### src/rtl/bus_driver_consts.vh
// constants for the bus driver interface logic
`ifndef BUS_DRIVER_CONSTS_VH
`define BUS_DRIVER_CONSTS_VH
// operating mode codes
`define MODE_AWAKE 3'h0
`define MODE_LISTEN 3'h1
`define MODE_XMIT 3'h2
`define MODE_SLEEP_ENTRY 3'h3
`define MODE_DEEP 3'h4
`define MODE_FAILSAFE 3'h5
// bus symbol drive codes on bus_drive
`define SYM_IDLE 2'h0
`define SYM_LOW 2'h1
`define SYM_HIGH 2'h2
// bias codes on bias_select
`define BIAS_OPEN 2'h0
`define BIAS_LEVEL 2'h1
`define BIAS_GROUND 2'h2
// default levels of unconnected inputs
`define DFLT_TXD 1'b0
`define DFLT_GATE_N 1'b1
`define DFLT_SEL_A 1'b0
`define DFLT_SEL_B 1'b0
`define DFLT_GUARD 1'b0
// sync stage depth
`define SYNC_STAGES 2
`endif

### src/rtl/bus_driver_interface_logic.v
// digital interface logic of a differential bus transceiver
//
// What this block does
// - open gate or guardian pin disables transmitter
// - floating transmit data drives low symbol
// - both open selects give low power awake
// - unconnected inputs read their fixed defaults
// - low power modes ignore transmit side inputs
// - deep low power switches pull structures off
// - missing supply forces fail safe mode
// - bus idle outside transmit capable mode
// - transmit capable and listen bias to level
// - awake, deep, sleep entry bias to ground
// - unpowered leaves bias open
// - no reference: receive data low, tx defaults
// - enable needs mode, gate low, guardian high
// - gate activation only while data low
// - data high gives high symbol, low gives low
// - receive data follows bus symbol, idle high
// - low power: outputs low when wake flag set
// - no reference: activity low, guardian default
// - guardian low always blocks transmitter
// - activity flag low for any data symbol
// - selects map to the four mode choices
`timescale 1ns/100ps
`include "bus_driver_consts.vh"

module bus_driver_interface_logic
(
  // clock and reset
  input wire mclk,
  input wire srst,
  // controller side pins; connected flags model pin float detection
  input wire transmit_data,
  input wire transmit_data_conn,
  input wire transmit_gate_n,
  input wire transmit_gate_n_conn,
  // guardian pin
  input wire guardian_enable,
  input wire guardian_enable_conn,
  // mode select pins
  input wire mode_select_a,
  input wire mode_select_a_conn,
  input wire mode_select_b,
  input wire mode_select_b_conn,
  // supply monitors, high when present
  input wire supply_ok,
  input wire reference_supply_ok,
  input wire powered,
  // receiver results and wake flag
  input wire [1:0] bus_symbol,
  input wire wake_flag,
  // outputs toward partners
  output reg receive_data,
  output reg bus_activity_n,
  // analog control outputs
  output reg [1:0] bus_drive,
  output reg [1:0] bias_select,
  output reg pulls_enable,
  output reg [2:0] mode
);

  // raw levels with pin defaults applied where a pin floats
  wire pin_txd; // transmit data as seen at the pin
  wire pin_gate_n; // gate as seen at the pin
  wire pin_guard; // guardian as seen at the pin
  wire pin_sel_a; // select a as seen at the pin
  wire pin_sel_b; // select b as seen at the pin

  // pulls are off in deep sleep, but transmit side inputs are ignored there anyway
  assign pin_txd = transmit_data_conn ? transmit_data : `DFLT_TXD;
  assign pin_gate_n = transmit_gate_n_conn ? transmit_gate_n : `DFLT_GATE_N;
  assign pin_guard = guardian_enable_conn ? guardian_enable : `DFLT_GUARD;
  assign pin_sel_a = mode_select_a_conn ? mode_select_a : `DFLT_SEL_A;
  assign pin_sel_b = mode_select_b_conn ? mode_select_b : `DFLT_SEL_B;

  // settled levels, each the last stage of its synchroniser
  wire sync_txd; // transmit data
  wire sync_gate_n; // transmit gate, active low
  wire sync_guard; // guardian enable
  wire sync_sel_a; // mode select a
  wire sync_sel_b; // mode select b
  wire sync_ref; // reference supply present
  wire sync_sup; // main supplies present
  wire sync_pwr; // any supply present
  wire sync_wake; // wake flag level
  wire [1:0] sync_sym1; // receiver symbol

  // one chain per pin; reset loads the level of a floating pin, so
  // nothing after reset looks as if a pin had just been pulled
  // transmit data chain
  sync_chain #(.WIDTH(1), .INIT(`DFLT_TXD)) u_sync_txd
  (
    .mclk(mclk),
    .srst(srst),
    .d(pin_txd),
    .q(sync_txd)
  );
  // transmit gate chain, idles high
  sync_chain #(.WIDTH(1), .INIT(`DFLT_GATE_N)) u_sync_gate_n
  (
    .mclk(mclk),
    .srst(srst),
    .d(pin_gate_n),
    .q(sync_gate_n)
  );
  // guardian enable chain, idles low
  sync_chain #(.WIDTH(1), .INIT(`DFLT_GUARD)) u_sync_guard
  (
    .mclk(mclk),
    .srst(srst),
    .d(pin_guard),
    .q(sync_guard)
  );
  // mode select a chain
  sync_chain #(.WIDTH(1), .INIT(`DFLT_SEL_A)) u_sync_sel_a
  (
    .mclk(mclk),
    .srst(srst),
    .d(pin_sel_a),
    .q(sync_sel_a)
  );
  // mode select b chain
  sync_chain #(.WIDTH(1), .INIT(`DFLT_SEL_B)) u_sync_sel_b
  (
    .mclk(mclk),
    .srst(srst),
    .d(pin_sel_b),
    .q(sync_sel_b)
  );
  // reference monitor; reads missing until settled, so fail safe first
  sync_chain #(.WIDTH(1), .INIT(1'h0)) u_sync_ref
  (
    .mclk(mclk),
    .srst(srst),
    .d(reference_supply_ok),
    .q(sync_ref)
  );
  // main supply monitor
  sync_chain #(.WIDTH(1), .INIT(1'h0)) u_sync_sup
  (
    .mclk(mclk),
    .srst(srst),
    .d(supply_ok),
    .q(sync_sup)
  );
  // any supply monitor
  sync_chain #(.WIDTH(1), .INIT(1'h0)) u_sync_pwr
  (
    .mclk(mclk),
    .srst(srst),
    .d(powered),
    .q(sync_pwr)
  );
  // wake flag chain
  sync_chain #(.WIDTH(1), .INIT(1'h0)) u_sync_wake
  (
    .mclk(mclk),
    .srst(srst),
    .d(wake_flag),
    .q(sync_wake)
  );
  // receiver symbol; both bits may skew, a torn code lasts one cycle
  sync_chain #(.WIDTH(2), .INIT(`SYM_IDLE)) u_sync_sym
  (
    .mclk(mclk),
    .srst(srst),
    .d(bus_symbol),
    .q(sync_sym1)
  );

  // synchronised views
  wire ref_ok = sync_ref; // reference supply present
  wire sup_ok = sync_sup; // main supplies present
  wire pwr_ok = sync_pwr; // device powered at all
  wire wake_set = sync_wake; // wake flag level
  // missing reference forces each controller, guardian and select pin to its default level
  wire s_txd = ref_ok ? sync_txd : `DFLT_TXD;
  wire s_gate_n = ref_ok ? sync_gate_n : `DFLT_GATE_N;
  wire s_guard = ref_ok ? sync_guard : `DFLT_GUARD;
  wire s_sel_a = ref_ok ? sync_sel_a : `DFLT_SEL_A;
  wire s_sel_b = ref_ok ? sync_sel_b : `DFLT_SEL_B;

  // mode decode and transmitter enable state
  reg [2:0] next_mode;
  reg tx_on; // transmitter currently activated
  reg next_tx_on;
  reg [1:0] next_drive;
  reg [1:0] next_bias;
  reg next_rxd;
  reg next_act_n;

  // mode register codes, binary, shared with the header so the bench
  // and the checker read the same numbers
  localparam [2:0] ST_AWAKE = `MODE_AWAKE; // low power awake
  localparam [2:0] ST_LISTEN = `MODE_LISTEN; // receive only
  localparam [2:0] ST_XMIT = `MODE_XMIT; // transmit capable
  localparam [2:0] ST_SLEEP_ENTRY = `MODE_SLEEP_ENTRY; // one cycle on the way down
  localparam [2:0] ST_DEEP = `MODE_DEEP; // deep low power
  localparam [2:0] ST_FAILSAFE = `MODE_FAILSAFE; // some supply missing

  // mode selection from the select pins and supply state; a missing
  // supply outranks any host command
  always @*
  begin
    next_mode = ST_AWAKE; // pulled-down selects land here
    if (!pwr_ok || !sup_ok || !ref_ok)
    begin
      next_mode = ST_FAILSAFE;
    end
    else
    begin
      case ({s_sel_a, s_sel_b})
        2'b11:
          next_mode = ST_XMIT; // both high
        2'b10:
          next_mode = ST_LISTEN; // select a only
        2'b01:
        begin
          // sleep entry lasts one cycle, then deep low power; a held
          // command keeps the device down instead of cycling
          if (mode == ST_SLEEP_ENTRY || mode == ST_DEEP)
            next_mode = ST_DEEP;
          else
            next_mode = ST_SLEEP_ENTRY;
        end
        default:
          next_mode = ST_AWAKE;
      endcase
    end
  end

  // transmitter gating; data low is needed only at activation
  always @*
  begin
    next_tx_on = 1'b0;
    if (next_mode == `MODE_XMIT && !s_gate_n && s_guard)
      next_tx_on = tx_on || !s_txd;
  end

  // bus symbol from transmit data while enabled, idle otherwise
  always @*
  begin
    next_drive = `SYM_IDLE;
    if (next_tx_on)
      next_drive = s_txd ? `SYM_HIGH : `SYM_LOW;
  end

  // bias per mode
  always @*
  begin
    case (next_mode)
      `MODE_XMIT, `MODE_LISTEN: next_bias = `BIAS_LEVEL;
      `MODE_AWAKE, `MODE_DEEP, `MODE_SLEEP_ENTRY: next_bias = `BIAS_GROUND;
      default: next_bias = `BIAS_OPEN;
    endcase
    // fail safe with power still present grounds the bus
    if (next_mode == `MODE_FAILSAFE && pwr_ok)
      next_bias = `BIAS_GROUND;
    if (!pwr_ok)
      next_bias = `BIAS_OPEN;
  end

  // receive outputs: low without reference, bus symbol in active modes, wake flag otherwise
  always @*
  begin
    next_rxd = 1'b1;
    next_act_n = 1'b1;
    if (!ref_ok)
    begin
      next_rxd = 1'b0;
      next_act_n = 1'b0;
    end
    else if (next_mode == `MODE_XMIT || next_mode == `MODE_LISTEN)
    begin
      next_rxd = (sync_sym1 != `SYM_LOW);
      next_act_n = (sync_sym1 == `SYM_IDLE);
    end
    else
    begin
      next_rxd = !wake_set;
      next_act_n = !wake_set;
    end
  end

  // output and state registers
  always @(posedge mclk)
  begin
    if (srst)
    begin
      mode <= `MODE_AWAKE;
      tx_on <= 1'b0;
      bus_drive <= `SYM_IDLE;
      bias_select <= `BIAS_OPEN;
      pulls_enable <= 1'b1;
      receive_data <= 1'b1;
      bus_activity_n <= 1'b1;
    end
    else
    begin
      mode <= next_mode;
      tx_on <= next_tx_on;
      bus_drive <= next_drive;
      bias_select <= next_bias;
      pulls_enable <= (next_mode != `MODE_DEEP);
      receive_data <= next_rxd;
      bus_activity_n <= next_act_n;
    end
  end

endmodule

// two flop synchroniser shared by every pin input
module sync_chain
#(
  parameter WIDTH = 1, // bits carried side by side
  parameter STAGES = `SYNC_STAGES, // flops in series, two at least
  parameter [WIDTH-1:0] INIT = {WIDTH{1'b0}} // level loaded by reset
)
(
  // clock and reset
  input wire mclk,
  input wire srst,
  // asynchronous level in, settled level out
  input wire [WIDTH-1:0] d,
  output wire [WIDTH-1:0] q
);

  // stage 0 sits in the low bits and is read only by the next stage
  reg [WIDTH*STAGES-1:0] chain;

  // a single flop would pass a metastable level straight into the
  // mode logic; the second stage buys a full cycle to settle
  always @(posedge mclk)
  begin
    if (srst)
      chain <= {STAGES{INIT}}; // reset to the idle level of the pin
    else
      chain <= {chain[WIDTH*(STAGES-1)-1:0], d};
  end

  // only the last stage leaves the chain
  assign q = chain[WIDTH*STAGES-1 -: WIDTH];

endmodule

### config.mk
export PLATFORM = sky130hd
export DESIGN_NAME = bus_driver_interface_logic
export DESIGN_NICKNAME = d
export VERILOG_FILES = /design/src/rtl/bus_driver_interface_logic.v
export VERILOG_INCLUDE_DIRS = /design/src /design/src/rtl
export SDC_FILE = /design/constraint.sdc
export NUM_CORES = 1
export LEC_CHECK = 0
export ABC_AREA = 1
export BUFFER_PORTS_ARGS = -buffer_cell sky130_fd_sc_hd__buf_2
export CORE_ASPECT_RATIO = 1.1
export CORE_MARGIN = 2
export CORE_UTILIZATION = 50
export DETAILED_ROUTE_END_ITERATION = 8
export PLACE_DENSITY = 0.77
export RECOVER_POWER = 100
export SETUP_SLACK_MARGIN = 0.02
export SYNTH_ARGS = -nofsm -noshare
export SYNTH_HDL_FRONTEND = slang
export SYNTH_SLANG_ARGS = --single-unit
export TNS_END_PERCENT = 50
### constraint.sdc
create_clock -name mclk -period 1.35 [get_ports mclk]
set_input_delay 0.2025 -clock mclk [delete_from_list [all_inputs] [get_ports mclk]]
set_output_delay 0.2025 -clock mclk [all_outputs]
set_load 0.01 [all_outputs]
==> results of run 1 <==
## logic make-up (layout without fill, tap and decap cells)
kind of cell,count (synthesis),in the layout
AND/OR/NAND/NOR,63,63
buffers and inverters,31,66
flip-flops,33,33
AO/OA/AOI/OAI,6,6
## where the power goes
group	switching, mW	internal (mW)	total [mW]
Sequential	0.0159	1.01	1.02
Combinational	0.0535	0.0476	0.101
Clock	0.300	0.302	0.602
## registers in the layout (all words and copies together), names as in the netlist, 2 cells and up
signal               count
bias_select              2
u_sync_sel_a.chain       2
bus_drive                2
u_sync_sup.chain         2
mode                     3
u_sync_gate_n.chain      2
u_sync_ref.chain         2
u_sync_guard.chain       2
u_sync_txd.chain         2
u_sync_sym.chain         4
u_sync_wake.chain        2
u_sync_sel_b.chain       2
u_sync_pwr.chain         2
## worst max-delay path, cell delays in order, from the launching register on
cell and delay, ps:
dfxtp_4 420, inv_4 60, nor2_8 120, inv_2 70
nor2_4 70, nand2_2 80, nand2_1 100, nand3_1 90
nand3_1 80, nand2_1 50
## worst paths after layout
kind	from	slack, ps	end
worst min-delay path	transmit_gate_n	70	u_sync_gate_n.chain[0]$_SDFF_PP1_
worst min register to register	u_sync_sup.chain[0]$_SDFF_PP0_	400	u_sync_sup.chain[1]$_SDFF_PP0_
worst max-delay path	u_sync_ref.chain[1]$_SDFF_PP0_	110	receive_data$_SDFF_PP1_
worst max register to register	u_sync_ref.chain[1]$_SDFF_PP0_	110	receive_data$_SDFF_PP1_
## what timing repair did
item / 4_1_cts / 5_1_grt
pin swaps: 0 / 3
gates resized for setup: 1 / 12
endpoints found under the setup margin: 3 / 6
endpoints found under the hold margin: 0 / 0
setup buffers: 0 / 2
## stage by stage
step	power (mW)	utilization	setup slack (ps)	hold slack (ps)
2_1_floorplan	1.10	-	182	289
3_3_place_gp	1.14	0.594	48.4	390
3_5_place_dp	1.14	0.594	-44.0	393
4_1_cts	1.74	0.626	52.6	54.7
5_1_grt	1.81	0.649	-4.47	53.2
6_report	1.73	0.649	106	68.3
## cell type report
cell class	count	area share
Inverter	27	0.0734
Clock buffer	7	0.0455
Sequential cell	33	0.468
Clock inverter	1	0.00350
Timing Repair Buffer	31	0.115
Tap cell	30	0.0262
Multi-Input combinational cell	69	0.268
## metal layers
layer / part of all wire / up-vias / wire length (um)
met5: 0 / - / 0
li1: - / 461 / -
met1: 0.38 / 373 / 673
met2: 0.54 / 23 / 968
met4: 0.014 / 0 / 25
met3: 0.065 / 2 / 116
## cell usage after synthesis
cell type  number  area (sq um)
dfxtp_1        33           661
nor2_1         26          97.6
inv_1          24          90.1
nand2_1        17          63.8
nand3_1         9          45.0
clkbuf_1        3          11.3
nand2_2         2          12.5
nor2_4          2          22.5
or2_2           2          12.5
a21oi_1         1          5.00
a21oi_2         1          8.76
a21oi_4         1          16.3
a31oi_1         1          6.26
and3_1          1          6.26
buf_6           1          11.3
clkinv_2        1          5.00
inv_2           1          3.75
inv_4           1          6.26
nand3b_1        1          7.51
nand4_2         1          12.5
nor2_8          1          20.0
nor4_1          1          6.26
o21ai_1         1          5.00
o21ai_2         1          8.76
==> results.ini, run 1 <==
[status]
status = finished clean

[hold_path]
hold_class = input port to register
hold_depth = 2

[setup_path]
required_ps = 1570
end_kind = register
crit_arrival_ps = 1460
setup.worst_path.class = register to register
path_max_fanout = 7
reg2reg_depth = 9
worstSetupStartpointType = register

[global_routing]
overflow = 0
grt.busiest_layer = met2
antenna_found_initial = 0
first_global_vias = 750
grt_max_degree = 26
grt.met3_usage = 0.0750
grt.met2_usage = 0.267
grt_pass1_wl_um = 2900
grt_use_total = 0.155
grt_util_met1 = 0.143

[clocking]
cts_max_level = 2
cts.sinks = 33
cts_tree = done
cts_made_buffers = 5
insertion_delay_ps = 320
cts-hold-fix-buffers = 0
clockRootBuffer = clkbuf_4
clk_transition_reported_paths_ps = 90
clockBufferDepth = 2

[cells_and_area]
final_common_cell = dfxtp_1
fillers = 206
stdcell_count = 198
multiInputGateArea_sq_um = 384
diodes = 0
finalInstanceArea_sq_um = 1430
ff_latch_area_sq_um = 669
areaGrowthSynthToFinish_pct = 25.0
nets = 185
final_cell_mix = 28 x dfxtp_1, 27 x buf_2, 26 x nor2_1
drive_above_1_share = 0.381

[synth]
synth-xor-area-share = 0
synth_top_family_by_area = simple AND/OR/NAND/NOR gates
ys_types = 24
synthCells = 133
syn_nets = 151
syn_area_sq_um = 1140
ys_seq_elements = 33
synth_simple_gate_area_frac = 0.268
synth_warnings = 0
muxShareOfSynthArea = 0
synth-compound-area-share = 0.0437
synth_adder_area_share = 0
syn_area_per_cell_sq_um = 8.61
yosysSeqAreaShare = 0.577

[die]
io_pins = 28
coreArea_sq_um = 2210
die_w_um = 49.6
start_util = 0.519
dieArea_sq_um = 2690
die_h_um = 54.2
num_rows = 18

[power_and_ir_drop]
power.density_nw_per_um2 = 1210
vdd_ir_drop_max_v = 0.000794
p_leak_nw = 0.717

[sta]
fin_crit_sh = 0.921
final.setup_skew_ps = 5.73
worst_slew_pin_slew_ps = 351
finalSetupViolCount = 0
timing_max_transition_violations_final = 0
fin_setup_tns_ps = 0
rsz0062_at_grt = yes
relSlewSlack = 0.764
finalCriticalPeriod_ps = 1240
fmax_mhz = 804
hold_viol = 0

[detailed_routing]
ant_nets = 0
dr.pass1.iters = 4
viasPerCell = 4.34
wl_per_cell_um = 9.01
drc_errors = 0
vias = 859
finalWirelength_um = 1780
drt_iter0_drc = 4

[run]
drv_cap = 0

[placed_design]
numPortBuffers = 27
hpwl_um = 1290
gp_congestion = 0.942
dp_cells = 188
placed_area_sq_um = 1310

No activity file was read; power rests on OpenSTA's default activity.
==> run 2, diff against run 1 <==
- CORE_ASPECT_RATIO: 1.1 -> unset
==> results.ini, run 2 (same netlist as run 1, synthesis figures left out) <==
[setup_path]
required_ps = 1610
r2r_start = u_sync_pwr.chain[1]$_SDFF_PP0_
worstSetupStartpointType = register
r2r_slack_ps = 50
end_kind = register
path_cells = nand2_2 > nor2_8 > o21ai_2 > a21oi_4 > nand2_1 > nand3_1 > nand3_1 > nand2_1
critical_path.max_stage_delay_ps = 360
path_buf_inv = 0
slowest_stage = dfxtp_1
setup.worst_path.class = register to register
reg2reg_depth = 8
crit_arrival_ps = 1560
r2r_end = receive_data$_SDFF_PP1_
path_max_fanout = 5
critPathTopFamily = simple AND/OR/NAND/NOR gates

[hold_path]
hold_class = input port to register
hold_depth = 2
worstHoldStart = transmit_gate_n
hold_end = u_sync_gate_n.chain[0]$_SDFF_PP1_

[cells_and_area]
drive_above_1_share = 0.309
finalInstanceArea_sq_um = 1390
final_common_cell = dfxtp_1
areaGrowthSynthToFinish_pct = 21.3
largest_reg_flops = 4
nets = 183
final_cell_mix = 29 x dfxtp_1, 26 x nor2_1, 24 x inv_1
reg_top3 = u_sync_sym.chain: 4 flops, mode: 3 flops
diodes = 0
top_register = u_sync_sym.chain

[placed_design]
placed_area_sq_um = 1310
hpwl_um = 1390
pre_cts_slack_ps = -92.4
gp_congestion = 0.893
numPortBuffers = 27

[global_routing]
antenna_found_initial = 0
overflow = 0
first_global_vias = 732
grt_max_degree = 26
grt_pass1_wl_um = 2860
grt_use_total = 0.152

[power_and_ir_drop]
p_int_mw = 1.30
sw_frac_of_total = 0.213
p_seq_frac = 0.621
power.density_nw_per_um2 = 1190
vdd_ir_drop_max_v = 0.000932
p_leak_nw = 0.672
pwr-share-comb = 0.060
finalPower_mw = 1.65
pwr-share-clk = 0.319
p_switching_uw = 350

[clocking]
clockBufferDepth = 2
cts.sinks = 33
cts_max_level = 2
cts_made_buffers = 5
clockRootBuffer = clkbuf_4
clk_transition_reported_paths_ps = 90
cts_setup_buffers = 0
cts_tree = done
insertion_delay_ps = 310

[die]
coreArea_sq_um = 2190
dieArea_sq_um = 2690
io_pins = 28
die_h_um = 51.9
start_util = 0.523
num_rows = 17
die_w_um = 51.9

[detailed_routing]
ant_nets = 0
wl_per_cell_um = 9.43
drt_iter0_drc = 19
vias = 893
drc_errors = 0
viasPerCell = 4.63
dr.pass1.iters = 4
finalWirelength_um = 1820

[sta]
relSlewSlack = 0.823
fmax_mhz = 771
rsz0062_at_grt = yes
finalSetupViolCount = 0
timing_max_transition_violations_final = 0
worst_slew_pin_slew_ps = 263
final.setup_skew_ps = 8.21
finalCriticalPeriod_ps = 1300
hold_viol = 0
setup_slack_ps = 52.6
fin_crit_sh = 0.961

[status]
status = finished clean

[run]
drv_cap = 0

## run 2: cell type report
| class | count | area [sq um] |
|---|---|---|
| clock buffers | 7 | 55.1 |
| fillers | 199 | 802 |
| well taps | 28 | 35.0 |
| repair buffers | 29 | 141 |
| inverters | 27 | 105 |
| flip-flops and latches | 33 | 671 |
| multi-input cells | 69 | 382 |
## run 2: per-layer routing
metal | routed length, um | track usage
met5 | 0 | 0
met4 | 53 | 0.105
met3 | 163 | 0.0603
met2 | 877 | 0.259
met1 | 725 | 0.149
## run 2: timing repair
action / CTS / global route
pin swaps: 0 / 0
hold buffers: 0 / 0
gates cloned: 0 / 0
setup endpoints to repair: 5 / 7
gates resized for setup: 2 / 10
## run 2: worst max path at each step
| stage | from | end | cells after the start |
|---|---|---|---|
| floorplan | u_sync_ref.chain[1]$_SDFF_PP0_ | bus_activity_n$_SDFF_PP1_ | 8 |
| CTS | u_sync_pwr.chain[1]$_SDFF_PP0_ | receive_data$_SDFF_PP1_ | 8 |
| global placement | u_sync_ref.chain[1]$_SDFF_PP0_ | receive_data$_SDFF_PP1_ | 7 |
| finish | u_sync_pwr.chain[1]$_SDFF_PP0_ | receive_data$_SDFF_PP1_ | 8 |
| detailed placement | u_sync_ref.chain[1]$_SDFF_PP0_ | receive_data$_SDFF_PP1_ | 7 |
| global route | mode[1]$_SDFF_PP0_ | receive_data$_SDFF_PP1_ | 8 |
## run 2: power by group through the flow
stage          logic (mW)  clock network, mW  registers, mW
6_report           0.0988              0.526           1.02
4_1_cts            0.0997              0.541           1.02
3_3_place_gp       0.0941                  0           1.04
2_1_floorplan      0.0564                  0           1.04
5_1_grt             0.113              0.575           1.03
3_5_place_dp       0.0991                  0           1.04
## run 2: worst reg2reg max path: stages (launching register included)
cell	delay, ps
dfxtp_1	360
nand2_2	90
nor2_8	130
o21ai_2	110
a21oi_4	170
nand2_1	100
nand3_1	110
nand3_1	90
nand2_1	70
## run 2: through the flow
| step | hold WS (ps) | cells | utilization | setup TNS, ps |
|---|---|---|---|---|
| after floorplan | 289 | 133 | - | 0 |
| after global placement | 391 | 186 | 0.597 | 0 |
| after detailed placement | 394 | 186 | 0.597 | -166 |
| after CTS | 63.6 | 193 | 0.624 | 0 |
| after global routing | 60.4 | 193 | 0.634 | -35.8 |
| final | 72.2 | 193 | 0.634 | 0 |
